--- src/logic/arcs_pkg.sv ---
package arcs_pkg;
	// Register indices; each byte address is four times its index.
	localparam logic [7:0] MODE_IDX        = 8'h01;
	localparam logic [7:0] SETUP0_IDX      = 8'h20;
	localparam logic [9:0] MODE_ADDR       = {MODE_IDX, 2'b00};
	localparam logic [9:0] SETUP0_ADDR     = {SETUP0_IDX, 2'b00};
	localparam logic [9:0] STATUS_ADDR     = 10'h204;
	localparam logic [15:0] MODE_RST       = 16'h2000;
	localparam logic [15:0] SETUP0_RST     = 16'h1000;
	// Writable bit masks; reserved bits read as zero.
	localparam logic [15:0] MODE_WMASK     = 16'ha77c;
	localparam logic [15:0] SETUP0_WMASK   = 16'h1f30;
	// Mode register fields.
	localparam int REF_EN_BIT              = 15;
	localparam int SINGLE_CYCLE_SETTLING_BIT            = 13;
	localparam int CLKSEL_LO               = 2;
	// Setup register fields.
	localparam int POLARITY_BIT            = 12;
	localparam int POS_BUF_BIT             = 11;
	localparam int NEG_BUF_BIT             = 10;
	localparam int INBUF_LO                = 8;
	localparam int REFSEL_LO               = 4;
	// Divide-by-four from 16 MHz to 4 MHz: toggle every two source edges.
	localparam logic [1:0] DIV_HALF        = 2'd1;
	localparam logic [1:0] AXI_OKAY        = 2'b00;
	localparam logic [1:0] AXI_SLVERR      = 2'b10;
	typedef enum logic [1:0] {
		ARCS_CLK_INT     = 2'b00,
		ARCS_CLK_INT_OUT = 2'b01,
		ARCS_CLK_EXT     = 2'b10,
		ARCS_CLK_XTAL    = 2'b11
	} arcs_clksel_e;
	typedef enum logic [1:0] {
		ARCS_REF_EXT  = 2'b00,
		ARCS_REF_AVDD = 2'b10,
		ARCS_REF_INT  = 2'b01,
		ARCS_REF_RSV  = 2'b11
	} arcs_refsel_e;
endpackage

--- src/logic/arcs_clock_select.sv ---
`timescale 1ns/1ps
module arcs_clock_select import arcs_pkg::*; (
	// System.
	input  wire logic        clk,
	input  wire logic        rst,
	// AXI4-Lite slave.
	input  wire logic [9:0]  s_axi_awaddr,
	input  wire logic        s_axi_awvalid,
	output logic             s_axi_awready,
	input  wire logic [31:0] s_axi_wdata,
	input  wire logic [3:0]  s_axi_wstrb,
	input  wire logic        s_axi_wvalid,
	output logic             s_axi_wready,
	output logic [1:0]       s_axi_bresp,
	output logic             s_axi_bvalid,
	input  wire logic        s_axi_bready,
	input  wire logic [9:0]  s_axi_araddr,
	input  wire logic        s_axi_arvalid,
	output logic             s_axi_arready,
	output logic [31:0]      s_axi_rdata,
	output logic [1:0]       s_axi_rresp,
	output logic             s_axi_rvalid,
	input  wire logic        s_axi_rready,
	// Clock sources, sampled on clk.
	input  wire logic        osc_clk,
	input  wire logic        crystal_input_pin,
	input  wire logic        clock_io_pin_in,
	output logic             clock_io_pin_out,
	output logic             clock_io_pin_oe_n,
	// Master clock and analog controls.
	output logic             master_clk,
	output logic             reference_enable,
	output logic             reference_output_pin_drive,
	output logic [1:0]       reference_source_select,
	output logic             output_polarity_select,
	output logic             positive_reference_buffer_enable,
	output logic             negative_reference_buffer_enable,
	output logic [1:0]       input_buffer_enable,
	output logic             single_cycle_settling
);

	logic [15:0] mode_r;
	logic [15:0] setup_r;
	logic        aw_got_r;
	logic        w_got_r;
	logic [9:0]  awaddr_r;
	logic [31:0] wdata_r;
	logic [3:0]  wstrb_r;
	logic [2:0]  osc_sync_r;
	logic [2:0]  xtal_sync_r;
	logic [1:0]  ext_sync_r;
	logic [1:0]  osc_cnt_r;
	logic [1:0]  xtal_cnt_r;
	logic        osc_div_r;
	logic        xtal_div_r;
	logic        master_clk_r;
	logic        pin_out_r;
	logic        pin_oe_n_r;
	arcs_clksel_e clksel;

	function automatic logic [15:0] merge16(input logic [15:0] old, input logic [31:0] d,
		input logic [3:0] s, input logic [15:0] m);
		logic [15:0] v;
		v = old;
		if (s[0]) begin
			v[7:0] = d[7:0];
		end
		if (s[1]) begin
			v[15:8] = d[15:8];
		end
		return (v & m) | (old & ~m);
	endfunction

	function automatic logic addr_ok(input logic [9:0] a);
		return (a == MODE_ADDR) || (a == SETUP0_ADDR) || (a == STATUS_ADDR);
	endfunction

	// Write channel: address and data taken in either order, answer after both.
	assign s_axi_awready = !aw_got_r && !s_axi_bvalid;
	assign s_axi_wready  = !w_got_r && !s_axi_bvalid;

	always_ff @(posedge clk) begin
		if (rst) begin
			aw_got_r <= 1'b0;
			w_got_r  <= 1'b0;
			awaddr_r <= 10'h000;
			wdata_r  <= 32'h0000_0000;
			wstrb_r  <= 4'h0;
		end else if (aw_got_r && w_got_r) begin
			aw_got_r <= 1'b0;
			w_got_r  <= 1'b0;
		end else begin
			if (s_axi_awvalid && s_axi_awready) begin
				aw_got_r <= 1'b1;
				awaddr_r <= s_axi_awaddr;
			end
			if (s_axi_wvalid && s_axi_wready) begin
				w_got_r <= 1'b1;
				wdata_r <= s_axi_wdata;
				wstrb_r <= s_axi_wstrb;
			end
		end
	end

	always_ff @(posedge clk) begin
		if (rst) begin
			s_axi_bvalid <= 1'b0;
			s_axi_bresp  <= AXI_OKAY;
		end else if (aw_got_r && w_got_r) begin
			s_axi_bvalid <= 1'b1;
			s_axi_bresp  <= addr_ok(awaddr_r) ? AXI_OKAY : AXI_SLVERR;
		end else if (s_axi_bready) begin
			s_axi_bvalid <= 1'b0;
		end
	end

	// Register file; reset returns both registers to defaults.
	always_ff @(posedge clk) begin
		if (rst) begin
			mode_r  <= MODE_RST;
			setup_r <= SETUP0_RST;
		end else if (aw_got_r && w_got_r) begin
			if (awaddr_r == MODE_ADDR) begin
				mode_r <= merge16(mode_r, wdata_r, wstrb_r, MODE_WMASK);
			end
			if (awaddr_r == SETUP0_ADDR) begin
				setup_r <= merge16(setup_r, wdata_r, wstrb_r, SETUP0_WMASK);
			end
		end
	end

	// Read channel.
	assign s_axi_arready = !s_axi_rvalid;

	always_ff @(posedge clk) begin
		if (rst) begin
			s_axi_rvalid <= 1'b0;
			s_axi_rdata  <= 32'h0000_0000;
			s_axi_rresp  <= AXI_OKAY;
		end else if (s_axi_arvalid && s_axi_arready) begin
			s_axi_rvalid <= 1'b1;
			s_axi_rresp  <= addr_ok(s_axi_araddr) ? AXI_OKAY : AXI_SLVERR;
			case (s_axi_araddr)
				MODE_ADDR:   s_axi_rdata <= {16'h0000, mode_r};
				SETUP0_ADDR: s_axi_rdata <= {16'h0000, setup_r};
				STATUS_ADDR: s_axi_rdata <= {29'h0, pin_oe_n_r, master_clk_r, reference_enable};
				default:     s_axi_rdata <= 32'h0000_0000;
			endcase
		end else if (s_axi_rready) begin
			s_axi_rvalid <= 1'b0;
		end
	end

	// Pin synchronisers; only the second stage onward feeds logic.
	always_ff @(posedge clk) begin
		if (rst) begin
			osc_sync_r  <= 3'b000;
			xtal_sync_r <= 3'b000;
			ext_sync_r  <= 2'b00;
		end else begin
			osc_sync_r  <= {osc_sync_r[1:0], osc_clk};
			xtal_sync_r <= {xtal_sync_r[1:0], crystal_input_pin};
			ext_sync_r  <= {ext_sync_r[0], clock_io_pin_in};
		end
	end

	// Divide the 16 MHz sources by four via rising-edge counting.
	// A source faster than half of clk would lose edges and divide wrongly.
	always_ff @(posedge clk) begin
		if (rst) begin
			osc_cnt_r  <= 2'd0;
			osc_div_r  <= 1'b0;
		end else if (osc_sync_r[1] && !osc_sync_r[2]) begin
			osc_cnt_r <= (osc_cnt_r == DIV_HALF) ? 2'd0 : osc_cnt_r + 2'd1;
			if (osc_cnt_r == DIV_HALF) begin
				osc_div_r <= !osc_div_r;
			end
		end
	end

	always_ff @(posedge clk) begin
		if (rst) begin
			xtal_cnt_r <= 2'd0;
			xtal_div_r <= 1'b0;
		end else if (xtal_sync_r[1] && !xtal_sync_r[2]) begin
			xtal_cnt_r <= (xtal_cnt_r == DIV_HALF) ? 2'd0 : xtal_cnt_r + 2'd1;
			if (xtal_cnt_r == DIV_HALF) begin
				xtal_div_r <= !xtal_div_r;
			end
		end
	end

	assign clksel = arcs_clksel_e'(mode_r[CLKSEL_LO +: 2]);

	// Master clock mux; every data rate downstream derives from it.
	always_ff @(posedge clk) begin
		if (rst) begin
			master_clk_r <= 1'b0;
			pin_out_r    <= 1'b0;
			pin_oe_n_r   <= 1'b1;
		end else begin
			case (clksel)
				ARCS_CLK_INT: begin
					master_clk_r <= osc_div_r;
					pin_oe_n_r   <= 1'b1;
				end
				// The pin mirrors the synchronised oscillator, one cycle late.
				ARCS_CLK_INT_OUT: begin
					master_clk_r <= osc_div_r;
					pin_out_r    <= osc_sync_r[1];
					pin_oe_n_r   <= 1'b0;
				end
				ARCS_CLK_EXT: begin
					master_clk_r <= ext_sync_r[1];
					pin_oe_n_r   <= 1'b1;
				end
				ARCS_CLK_XTAL: begin
					master_clk_r <= xtal_div_r;
					pin_oe_n_r   <= 1'b1;
				end
				default: begin
					master_clk_r <= osc_div_r;
					pin_oe_n_r   <= 1'b1;
				end
			endcase
		end
	end

	assign master_clk        = master_clk_r;
	assign clock_io_pin_out  = pin_out_r;
	assign clock_io_pin_oe_n = pin_oe_n_r;

	assign reference_enable                 = mode_r[REF_EN_BIT];
	assign reference_output_pin_drive       = mode_r[REF_EN_BIT];
	assign single_cycle_settling            = mode_r[SINGLE_CYCLE_SETTLING_BIT];
	assign reference_source_select          = setup_r[REFSEL_LO +: 2];
	assign output_polarity_select           = setup_r[POLARITY_BIT];
	assign positive_reference_buffer_enable = setup_r[POS_BUF_BIT];
	assign negative_reference_buffer_enable = setup_r[NEG_BUF_BIT];
	assign input_buffer_enable              = setup_r[INBUF_LO +: 2];
endmodule // arcs_clock_select

--- config.mk ---
export PLATFORM = sky130hd
export DESIGN_NAME = arcs_clock_select
export DESIGN_NICKNAME = d
export VERILOG_FILES = /design/src/logic/arcs_pkg.sv /design/src/logic/arcs_clock_select.sv
export SDC_FILE = /design/constraint.sdc
export NUM_CORES = 1
export LEC_CHECK = 0
export ABC_AREA = 1
export BUFFER_PORTS_ARGS = -buffer_cell sky130_fd_sc_hd__buf_2
export CORE_UTILIZATION = 49
export DETAILED_ROUTE_END_ITERATION = 7
export PLACE_DENSITY = 0.79
export RECOVER_POWER = 50
export REMOVE_ABC_BUFFERS = 1
export SKIP_LAST_GASP = 1
export SYNTH_ARGS = -nofsm -noshare
export SYNTH_HDL_FRONTEND = slang
export SYNTH_SLANG_ARGS = --single-unit
--- constraint.sdc ---
create_clock -name clk -period 1.5 [get_ports clk]
set_input_delay 0.075 -clock clk [delete_from_list [all_inputs] [get_ports clk]]
set_output_delay 0.075 -clock clk [all_outputs]
set_load 0.005 [all_outputs]
Word level (Yosys, flattened, before mapping) --
Index checks and enable logic that the tools add are counted.
Word-level totals: flip-flop bits (word level) 117, output and inout bits 54
Cells by class: $add $sub $neg 2, equality and inequality tests 11, multiplexer cells 27, bitwise logic cells 3, reduce and logical (&&, ||, !) cells 32
Operators with widths (count):
- $pmux 16 s3 | 1
- $mux 8 | 4
- $mux 7 | 4
- $mux 6 | 4
- $eq 10x10->1 const B | 2
- $eq 10x3->1 const B | 2
- $eq 10x8->1 const B | 2
- $mux 5 | 4
- $or 13x16->16 | 1
- $or 16x15->16 | 1
- $reduce_and 2->1 | 6
- $logic_and 1x1->1 | 8
- $logic_not 1->1 | 8
- $mux 2 | 4
- $eq 2x1->1 const B | 3
- $add 2x1->2 const B | 2
- $eq 2x2->1 const B | 2
- $logic_or 1x1->1 | 4
- $mux 1 | 4
- $reduce_bool 2->1 | 2
- $reduce_or 2->1 | 2
- $pmux 1 s3 | 1
- $reduce_or 3->1 | 1
- $logic_not 2->1 | 1
- 2 further kinds | 2

Longest topological paths before layout --
Gate-level depths: netlist of run 1.
word-level depth 5, gate-level depth with buffers 9, mapped depth without buffers 9

Least setup slack after synthesis of run 1 --
No wires, ideal clock.
path type register to register, from register awaddr_r[4], to register mode_r[2], arrival time 0.977 ns, path slack 0.409 ns, stages on the path, launching flop included 7, cells stage by stage dfxtp_1 nor2_2 nand2_2 nor3_4 nand3_2 nor2_1 nor2_1
Between the ends: cells in the longest elaborated chain, start to end 2
RTL lines:
- start, declared | RTL line arcs_clock_select.sv:46 | logic [9:0] awaddr_r;
- start signal, assigned | RTL line arcs_clock_select.sv:95 | awaddr_r <= s_axi_awaddr;
- $eq 10x3->1 | RTL line arcs_clock_select.sv:123 | if (awaddr_r == MODE_ADDR) begin
- $reduce_and 2->1 (no source line)
- end signal, assigned | RTL line arcs_clock_select.sv:124 | mode_r <= merge16(mode_r, wdata_r, wstrb_r, MODE_WMASK);
- end, declared | RTL line arcs_clock_select.sv:42 | logic [15:0] mode_r;
Every way passes these cells. A chain may end at the register's enable or synchronous reset.

Final worst setup path of run 1 --
from register w_got_r, to register mode_r[10]
Between the ends: cells in the longest elaborated chain, start to end 2
RTL lines:
- start, declared | RTL line arcs_clock_select.sv:45 | logic w_got_r;
- start signal, assigned | RTL line arcs_clock_select.sv:85 | w_got_r <= 1'b0;
- start signal, assigned | RTL line arcs_clock_select.sv:91 | w_got_r <= 1'b0;
- start signal, assigned | RTL line arcs_clock_select.sv:98 | w_got_r <= 1'b1;
- $logic_and 1x1->1 | RTL line arcs_clock_select.sv:122 | end else if (aw_got_r && w_got_r) begin
- $reduce_and 2->1 (no source line)
Every way passes these cells.

==> flow_summary.json, run 1 <==
{
  "drtPass1Iterations": 8,
  "area_growth_pct": 24.5,
  "arrival_ns": 1.61,
  "worstHoldPathType": "input port to flip-flop",
  "power.density_mw_per_mm2": 1200,
  "viasPerCell": 4.78,
  "outcome": "finished, violations left",
  "syn_area_mm2": 0.00332,
  "drive_above_1_share_pct": 20.4,
  "start_kind": "flip-flop",
  "fin_crit_ns": 1.32,
  "avgSynthCellArea_um2": 7.34,
  "post-route-period-util_pct": 87.9,
  "cts_buffers": 9,
  "detail-route-antenna-nets": 0,
  "clkSinkCount": 79,
  "multi_input_area_mm2": 0.00135,
  "synthCells": 452,
  "cts_tree": "yes",
  "final_max_slew_viol_count": 0,
  "crit_fanout": 9,
  "fmax_mhz": 759,
  "setup_viol": 0,
  "cts.clk_slew.worst_paths_ns": 0.08,
  "grt_pass1_vias": 2751,
  "rsz0062_at_grt": "no",
  "cap_violations": 0,
  "grt_usage_pct": 20.8,
  "ir_worst_vdd_mv": 0.694,
  "vias": 2995,
  "tightest_slew_ns": 0.564,
  "hold_viol": 0,
  "post-cts-setup-buffers": 0,
  "skew_ns": 0.00384,
  "core_area_mm2": 0.00646,
  "finalWirelength_um": 6910,
  "n_antenna_cell": 0,
  "first_iter_violations": 138,
  "finalPower_mw": 4.96,
  "portBuffers": 79,
  "overflow": 0,
  "ys_seq_elements": 79,
  "endpoint_kind": "flip-flop",
  "wl_per_cell_um": 11.0,
  "violations": "DRC",
  "cts_resized": 0,
  "cts_hold_buf": 15,
  "yosysSeqAreaShare_pct": 47.6,
  "die-area_mm2": 0.00711,
  "die_w_um": 84.3,
  "ctsRootBufferMaster": "clkbuf_8",
  "yosys_warnings": 0,
  "dp_hpwl_um": 4780,
  "htreeDepth": 3,
  "final_net_count": 610,
  "p_leak_nw": 1.96,
  "regArea_mm2": 0.00158,
  "place_congestion": 0.778,
  "fin_setup_tns_ns": 0,
  "final_cell_mix": "nor2_1 (79), dfxtp_1 (79), nand2_1 (73), buf_2 (66), inv_1 (53)",
  "synth_cell_types": 28,
  "fill_cells": 594,
  "clock_latency_ns": 0.35,
  "grt_pass1_wl_um": 11600,
  "maxSlewHeadroom_pct": 62.3,
  "drc": 11,
  "start_util_pct": 51.4,
  "die_h_um": 84.3,
  "antenna_found_initial": 0,
  "crit_required_ns": 1.79,
  "rows": 29,
  "criticalPathCategory": "flip-flop to flip-flop",
  "cts_buffer_depth": 2,
  "num_io_pins": 120,
  "grt_max_degree": 59
}
[flip-flops by register name (all words and copies together), names as in the netlist, 2 cells and up]
signal and cells:
s_axi_rdata 15, wdata_r 12, awaddr_r 10, mode_r 10, setup_r 7, osc_sync_r 3, xtal_sync_r 3, ext_sync_r 2
osc_cnt_r 2, wstrb_r 2, xtal_cnt_r 2
[power by group]
part / switching [mW] / internal, mW / leakage [nW]
combinational: 0.291 / 0.185 / 1.17
clock: 0.753 / 1.48 / 0.146
sequential: 0.0555 / 2.19 / 0.646
total: 1.10 / 3.86 / 1.96
[path summary, 6_finish.rpt]
check             slack, ns       endpoint  cells after the start            from
setup / recovery       0.18     mode_r[10]                      6         w_got_r
hold / removal        0.008     wstrb_r[0]                      3  s_axi_wstrb[0]
setup reg to reg       0.18     mode_r[10]                      6         w_got_r
hold reg to reg        0.41  osc_sync_r[1]                      2   osc_sync_r[0]
[metrics by stage]
stage	util (%)	worst slack, ns	instance area (um2)	hold slack (ns)	cells
2_1_floorplan	-	0.191	3160	0.144	433
3_3_place_gp	57.4	0.236	3710	0.279	595
3_5_place_dp	57.4	0.216	3710	0.284	595
4_1_cts	64.3	0.189	4150	0.000501	626
5_1_grt	64.0	0.0526	4130	0.0249	626
6_report	64.0	0.182	4130	0.00779	626
[cells in the mapped netlist (all sizes together)]
library cell	n	area, um2
a21oi	32	160
buf	30	200
clkbuf	6	22.5
clkinv	2	7.51
conb	1	3.75
dfxtp	79	1580
inv	58	218
nand2	77	304
nand3	25	140
nand4	10	62.6
nor2	86	364
nor3	5	41.3
nor4	1	6.26
o211ai	1	7.51
o21a	1	7.51
o21ai	36	180
or2	2	12.5
[critical path: stages, from the launching register on]
cell,delay (ns)
dfxtp_1,0.39
nand2_2,0.11
nor3_2,0.25
nand3_2,0.24
nand2_1,0.13
nand2_1,0.05
nor2_1,0.08
[cells by family after synthesis]
family	share of synthesized area (%)
other	0.113
and+or+nand+nor	28.0
AOI/OAI and AO/OA	10.7
buffers and inverters	13.5
DFF	47.6
[area by class of cell]
| type | instances | share of cell area, % |
|---|---|---|
| inverters | 60 | 5.45 |
| multi-input cells | 294 | 32.8 |
| flip-flops and latches | 79 | 38.3 |
| clock buffers | 10 | 3.33 |
| clock inverters | 6 | 3.75 |
| well taps | 77 | 2.33 |
| repair buffers | 100 | 14.1 |
[routing by layer]
metal | routed length [um] | vias to the layer above | global-route usage, %
met1 | 3120 | 1314 | 24.3
met3 | 321 | 18 | 3.44
met4 | 197 | 0 | 11.6
met5 | 0 | - | 0
met2 | 3280 | 101 | 36.4
li1 | - | 1562 | -
(Power assumes the default switching activity.)
==> run 2, diff against run 1 <==
CORE_ASPECT_RATIO = 0.5   (was not set)
clock period = 1.3 ns   (was 1.5 ns; I/O delays follow)
==> run 2 against run 1 <==
Compared with the run above:
- the run ends with setup timing left
- final area up 3.9%
- sequential power up 16%
- register-to-register slack worse by 0.20 ns
- routed wire length up 8.8%
- clock skew about the same
- core utilization up 4.1 points
- critical endpoint is now mode_r[5]
==> flow_summary.json, run 2 (synthesis gave the netlist of run 1 again) <==
{
  "cts_tree": "yes",
  "path_delay_family": "simple AND/OR/NAND/NOR gates",
  "cts_buffers": 9,
  "fill_cells": 530,
  "hold_viol": 0,
  "largest_reg_flops": 15,
  "die_h_um": 60.2,
  "outcome": "finished, violations left",
  "final_max_slew_viol_count": 0,
  "arrival_ns": 1.55,
  "worstHoldStart": "s_axi_wdata[6]",
  "regArea_mm2": 0.00158,
  "power.density_mw_per_mm2": 1360,
  "multi_input_area_mm2": 0.00145,
  "crit_slowest_cell": "dfxtp_2",
  "drtPass1Iterations": 4,
  "reg2reg_to": "mode_r[5]",
  "viasPerCell": 4.72,
  "endpoint_kind": "flip-flop",
  "violations": "setup timing",
  "die_w_um": 118,
  "final_cell_mix": "nor2_1 (78), dfxtp_1 (77), nand2_1 (62), buf_2 (62), inv_1 (49)",
  "start_kind": "flip-flop",
  "cap_violations": 0,
  "fmax_mhz": 759,
  "dp_hpwl_um": 4850,
  "drive_above_1_share_pct": 24.1,
  "top_regs": "s_axi_rdata x15, wdata_r x12",
  "cp-startpoint": "awaddr_r[5]",
  "criticalPathCategory": "flip-flop to flip-flop",
  "finalWirelength_um": 7520,
  "holdPathEnd": "wdata_r[6]",
  "ctsRootBufferMaster": "clkbuf_16",
  "hold_depth": 3,
  "start_util_pct": 52.6,
  "n_antenna_cell": 0,
  "portBuffers": 79,
  "crit_required_ns": 1.53,
  "rr_startpoint": "awaddr_r[5]",
  "drc": 0,
  "regMostFlops": "s_axi_rdata",
  "grt_max_degree": 59,
  "ir_worst_vdd_mv": 1.25,
  "worstPathCellList": "nor2_4 -> nand2_2 -> nor3_4 -> buf_12 -> nand3_2 -> nor2_1 -> nor2_1",
  "r2r_cells": 7,
  "rsz0062_at_grt": "yes",
  "overflow": 0,
  "final_net_count": 614,
  "skew_ns": 0.00411,
  "slowest_delay_ns": 0.33,
  "post-route-period-util_pct": 101,
  "cts.clk_slew.worst_paths_ns": 0.06,
  "area_growth_pct": 29.3,
  "first_iter_violations": 208,
  "wl_per_cell_um": 11.8,
  "fin_ws_ns": -0.0181,
  "p_leak_nw": 1.96,
  "place_congestion": 0.790,
  "clock_latency_ns": 0.33,
  "grt_pass1_vias": 2593,
  "worstHoldPathType": "input port to flip-flop",
  "path_common_cell": "nor2_1",
  "crit_buf_inv": 1,
  "rows": 20,
  "antenna_found_initial": 0,
  "cts_buffer_depth": 2,
  "core_area_mm2": 0.00631,
  "layout_commonest_cell": "nor2_1",
  "clkSinkCount": 79,
  "final_cell_count_no_fill": 640,
  "vias": 3018,
  "setup_viol": 6,
  "dpl.cell_count": 609,
  "reg2reg_slack_ns": -0.02,
  "grt_usage_pct": 21.2,
  "die-area_mm2": 0.00713,
  "htreeDepth": 3,
  "fin_util_pct": 68.1,
  "fin_crit_ns": 1.32,
  "detail-route-antenna-nets": 0,
  "grt_pass1_wl_um": 11500,
  "crit_fanout": 5,
  "num_io_pins": 120
}
-- run 2: cell types whose count changed in the layout (fill, tap and decap cells not counted), moves of 5 or more --
cell,previous run,this run
buf_4,3,8
clkbuf_1,12,18
clkbuf_16,0,9
clkbuf_8,10,1
nand2_1,73,62
nand2_2,3,14
-- run 2: worst register-to-register path: cells and delay by family, from the launching register on --
kind / cells / cell delay, ns
AND/OR/NAND/NOR: 6 / 0.73
flip-flops: 1 / 0.33
buffers and inverters: 1 / 0.15
-- run 2: what timing repair did --
action | CTS | global route
setup endpoints to repair | 0 | 37
hold buffers | 11 | 0
endpoints found under the hold margin | 11 | 0
setup buffers | 0 | 2
gates resized for setup | 0 | 25
-- run 2: layout make-up --
| cell class | instances | area share, % |
|---|---|---|
| well taps | 88 | 2.56 |
| multi-input cells | 297 | 33.8 |
| clock inverters | 4 | 1.63 |
| inverters | 60 | 5.42 |
| repair buffers | 101 | 14.1 |
| clock buffers | 11 | 5.65 |
| flip-flops and latches | 79 | 36.9 |
-- run 2: power breakdown --
group | internal, mW | leakage (nW) | switching (mW)
Combinational | 0.236 | 1.16 | 0.360
Sequential | 2.54 | 0.646 | 0.0762
Clock | 1.72 | 0.155 | 0.922
Total | 4.49 | 1.96 | 1.36
-- run 2: worst max path at each step --
| stage | endpoint | slack (ns) | depth (start not counted) |
|---|---|---|---|
| 2_1_floorplan | wdata_r[12] | -0.009 | 5 |
| 4_1_cts | mode_r[6] | 0.009 | 6 |
| 3_5_place_dp | mode_r[4] | 0.04 | 5 |
| 6_report | mode_r[5] | -0.02 | 7 |
| 5_1_grt | mode_r[10] | -0.14 | 7 |
| 3_3_place_gp | awaddr_r[9] | 0.07 | 4 |
-- run 2: routing by layer --
metal / track usage, % / wire length [um] / vias up
met3: 6.97 / 639 / 8
li1: - / - / 1579
met1: 25.1 / 3360 / 1320
met4: 7.05 / 79 / 0
met2: 37.1 / 3440 / 111
met5: 0 / 0 / -
-- run 2: per-stage QoR --
| stage | setup TNS, ns | instance area [um2] | setup WS [ns] | hold WS, ns | power (mW) |
|---|---|---|---|---|---|
| 4_1_cts | 0 | 4170 | 0.00914 | 0.000130 | 5.83 |
| 3_5_place_dp | 0 | 3750 | 0.0400 | 0.274 | 3.17 |
| 2_1_floorplan | -0.0748 | 3160 | -0.00908 | 0.134 | 2.96 |
| 5_1_grt | -1.37 | 4290 | -0.140 | 0.0178 | 6.08 |
| 3_3_place_gp | 0 | 3750 | 0.0671 | 0.265 | 3.16 |
| 6_report | -0.0647 | 4290 | -0.0181 | 0.00123 | 5.85 |
==> run 3, diff against run 2 <==
ABC_AREA = not set   (was 1)
PLACE_DENSITY = 0.8   (was 0.79)
==> run 3 against run 2 <==
Compared with the run above:
- the run still ends with setup timing left
- sequential cell count is the same
- clock skew is 0.0022 ns higher
- maximum frequency decreased by 29%
- critical path type unchanged
- largest cell class is now multi-input combinational cells
==> flow_summary.json, run 3 <==
{
  "reg2reg_slack_ns": -0.56,
  "setup_viol": 31,
  "criticalPathCategory": "flip-flop to flip-flop",
  "intPower_mw": 4.23,
  "switching_share_pct": 25.0,
  "top_regs": "s_axi_rdata x15, wdata_r x12",
  "hold_viol": 0,
  "fin_setup_tns_ns": -8.37,
  "finalWirelength_um": 9240,
  "die-area_mm2": 0.00691,
  "clock_latency_ns": 0.33,
  "dp_hpwl_um": 5030,
  "rsz0062_at_grt": "yes",
  "fin_crit_ns": 1.86,
  "synth_common_cells": "dfxtp_1 (79), mux2i_1 (42), nor2_1 (41)",
  "synth_edf_count": 0,
  "detail-route-antenna-nets": 0,
  "synth_flop_cell": "dfxtp_1",
  "final_max_slew_viol_count": 0,
  "synth_cell_types": 36,
  "combPwrFrac_pct": 12.7,
  "detailedPlace.worstSlack_ns": -0.676,
  "p_clk_share_pct": 42.0,
  "clkSinkCount": 79,
  "hold_depth": 3,
  "tightest_slew_ns": 0.568,
  "viasPerCell": 5.25,
  "rows": 20,
  "worstHoldStart": "s_axi_wdata[3]",
  "ys_seq_elements": 79,
  "ir_worst_vdd_mv": 0.598,
  "die_h_um": 59.3,
  "fill_cells": 365,
  "core_area_mm2": 0.00621,
  "largest_reg_flops": 15,
  "worstHoldPathType": "input port to flip-flop",
  "place_congestion": 0.787,
  "seqPwrFrac_pct": 45.3,
  "violations": "setup timing",
  "endpoint_kind": "flip-flop",
  "drive_above_1_share_pct": 38.8,
  "rr_startpoint": "awaddr_r[0]",
  "crit_fanout": 3,
  "worstPathCellList": "or4_4 -> or4b_4 -> buf_6 -> mux2i_2",
  "finalPower_mw": 5.64,
  "start_util_pct": 51.8,
  "slowest_delay_ns": 0.56,
  "maxSlewHeadroom_pct": 62.0,
  "drtPass1Iterations": 4,
  "regMostFlops": "s_axi_rdata",
  "switchingPower_mw": 1.41,
  "placed_cell_area_mm2": 0.00376,
  "final_cell_mix": "buf_2 (79), dfxtp_1 (75), nor2_1 (38), mux2i_1 (34), nand2b_1 (29)",
  "final_net_count": 507,
  "cts.clk_slew.worst_paths_ns": 0.06,
  "holdPathEnd": "wdata_r[3]",
  "power.density_mw_per_mm2": 1220,
  "syn_area_mm2": 0.00321,
  "stdcell_area_mm2": 0.00461,
  "fin_ws_ns": -0.558,
  "outcome": "finished, violations left",
  "ys_async_sr_fraction_pct": 0,
  "fmax_mhz": 538,
  "grt_usage_pct": 24.8,
  "layout_commonest_cell": "buf_2",
  "r2r_cells": 4,
  "area_growth_pct": 43.4,
  "n_antenna_cell": 0,
  "cts_buffer_depth": 2,
  "avgSynthCellArea_um2": 10.1,
  "wl_per_cell_um": 17.3,
  "ys_top_cells_by_area": "dfxtp_1 (49%), mux2i_1 (13%), nand2b_1 (5.8%)",
  "yosysTopAreaCell": "dfxtp_1",
  "post-route-period-util_pct": 143,
  "grt_pass1_vias": 2639,
  "reg2reg_to": "setup_r[8]",
  "grt_max_degree": 50,
  "antenna_found_initial": 0,
  "portBuffers": 79,
  "yosysSeqAreaShare_pct": 49.2,
  "p_leak_nw": 1.98,
  "htreeDepth": 3,
  "skew_ns": 0.00627,
  "fin_util_pct": 74.3,
  "drc": 0,
  "cap_violations": 0,
  "die_w_um": 117,
  "yosysMostFrequentCell": "dfxtp_1",
  "first_iter_violations": 174,
  "dpl.cell_count": 488,
  "cts_tree": "yes",
  "overflow": 0,
  "vias": 2803,
  "hold_ws_ns": 0.00220,
  "synth_top_area_share_pct": 49.2,
  "ctsRootBufferMaster": "clkbuf_16",
  "yosys_warnings": 0,
  "final_cell_count_no_fill": 534,
  "cts_buffers": 9,
  "grt_pass1_wl_um": 12600,
  "crit_required_ns": 1.55,
  "arrival_ns": 2.11,
  "num_io_pins": 120,
  "synthCells": 318,
  "start_kind": "flip-flop",
  "crit_slowest_cell": "or4b_4"
}
[run 3: cell count changes in the layout (fill, tap and decap cells not counted), moves of 17 or more]
cell / previous run / this run
nor2_1: 78 / 38
nand3_1: 22 / 0
mux2i_1: 0 / 34
a21oi_1: 32 / 7
nand2b_1: 0 / 29
clkbuf_1: 18 / 0
nand2_1: 62 / 4
o21ai_0: 36 / 0
inv_1: 49 / 4
buf_2: 62 / 79
[run 3: power groups by stage]
stage               logic [mW]  registers (mW)  clock network, mW
floorplan                0.258            2.60                  0
global placement         0.483            2.59                  0
detailed placement       0.503            2.60                  0
CTS                      0.597            2.55               2.37
global route             0.770            2.56               2.50
finish                   0.717            2.56               2.37
[run 3: worst max-delay path, delay by kind of cell, from the launching register on]
kind          cells  cell delay (ns)
simple gates      2             1.10
flops             1             0.31
mux               1             0.21
buf+inv           1             0.16
[run 3: kinds of logic (layout without fill, tap and decap cells)]
logic type,Yosys count,count (layout),share of synthesized area (%)
other,1,18,0.117
flip-flops,79,79,49.2
multiplexers,44,44,13.9
AO/OA/AOI/OAI,30,30,7.20
AND/OR/NAND/NOR,117,117,20.8
XOR/XNOR,4,4,1.09
buffers and inverters,43,154,7.67
[run 3: per-layer routing]
metal | wire length [um] | GRT usage, % | vias up
li1 | - | - | 1284
met1 | 3660 | 27.4 | 1345
met2 | 4680 | 44.5 | 144
met3 | 567 | 7.16 | 30
met4 | 318 | 12.8 | 0
met5 | 0 | 0 | -
[run 3: worst max path at each step]
stage | startpoint | to | slack [ns]
after global placement | awaddr_r[0] | setup_r[5] | -0.65
final | awaddr_r[0] | setup_r[8] | -0.56
after CTS | awaddr_r[0] | setup_r[11] | -0.52
after detailed placement | awaddr_r[0] | setup_r[11] | -0.68
after floorplan | s_axi_bvalid | wdata_r[10] | -1.10
after global routing | awaddr_r[0] | setup_r[8] | -0.59
[run 3: cell type report]
class	instances	area [um2]	area share, %
tap	88	110	2.39
timing repair buffer	134	930	20.2
sequential	79	1590	34.4
multi-input combinational	213	1690	36.6
inverter	4	15.0	0.326
clock buffer	10	239	5.18
clock inverter	6	45.0	0.977
[run 3: what timing repair did]
item / CTS / global route
hold endpoints to repair: 21 / 0
buffers inserted: 2 / 5
endpoints found under the setup margin: 33 / 48
cloned: 0 / 2
pin swaps: 11 / 4
gates resized for setup: 28 / 27
hold buffers: 21 / 0
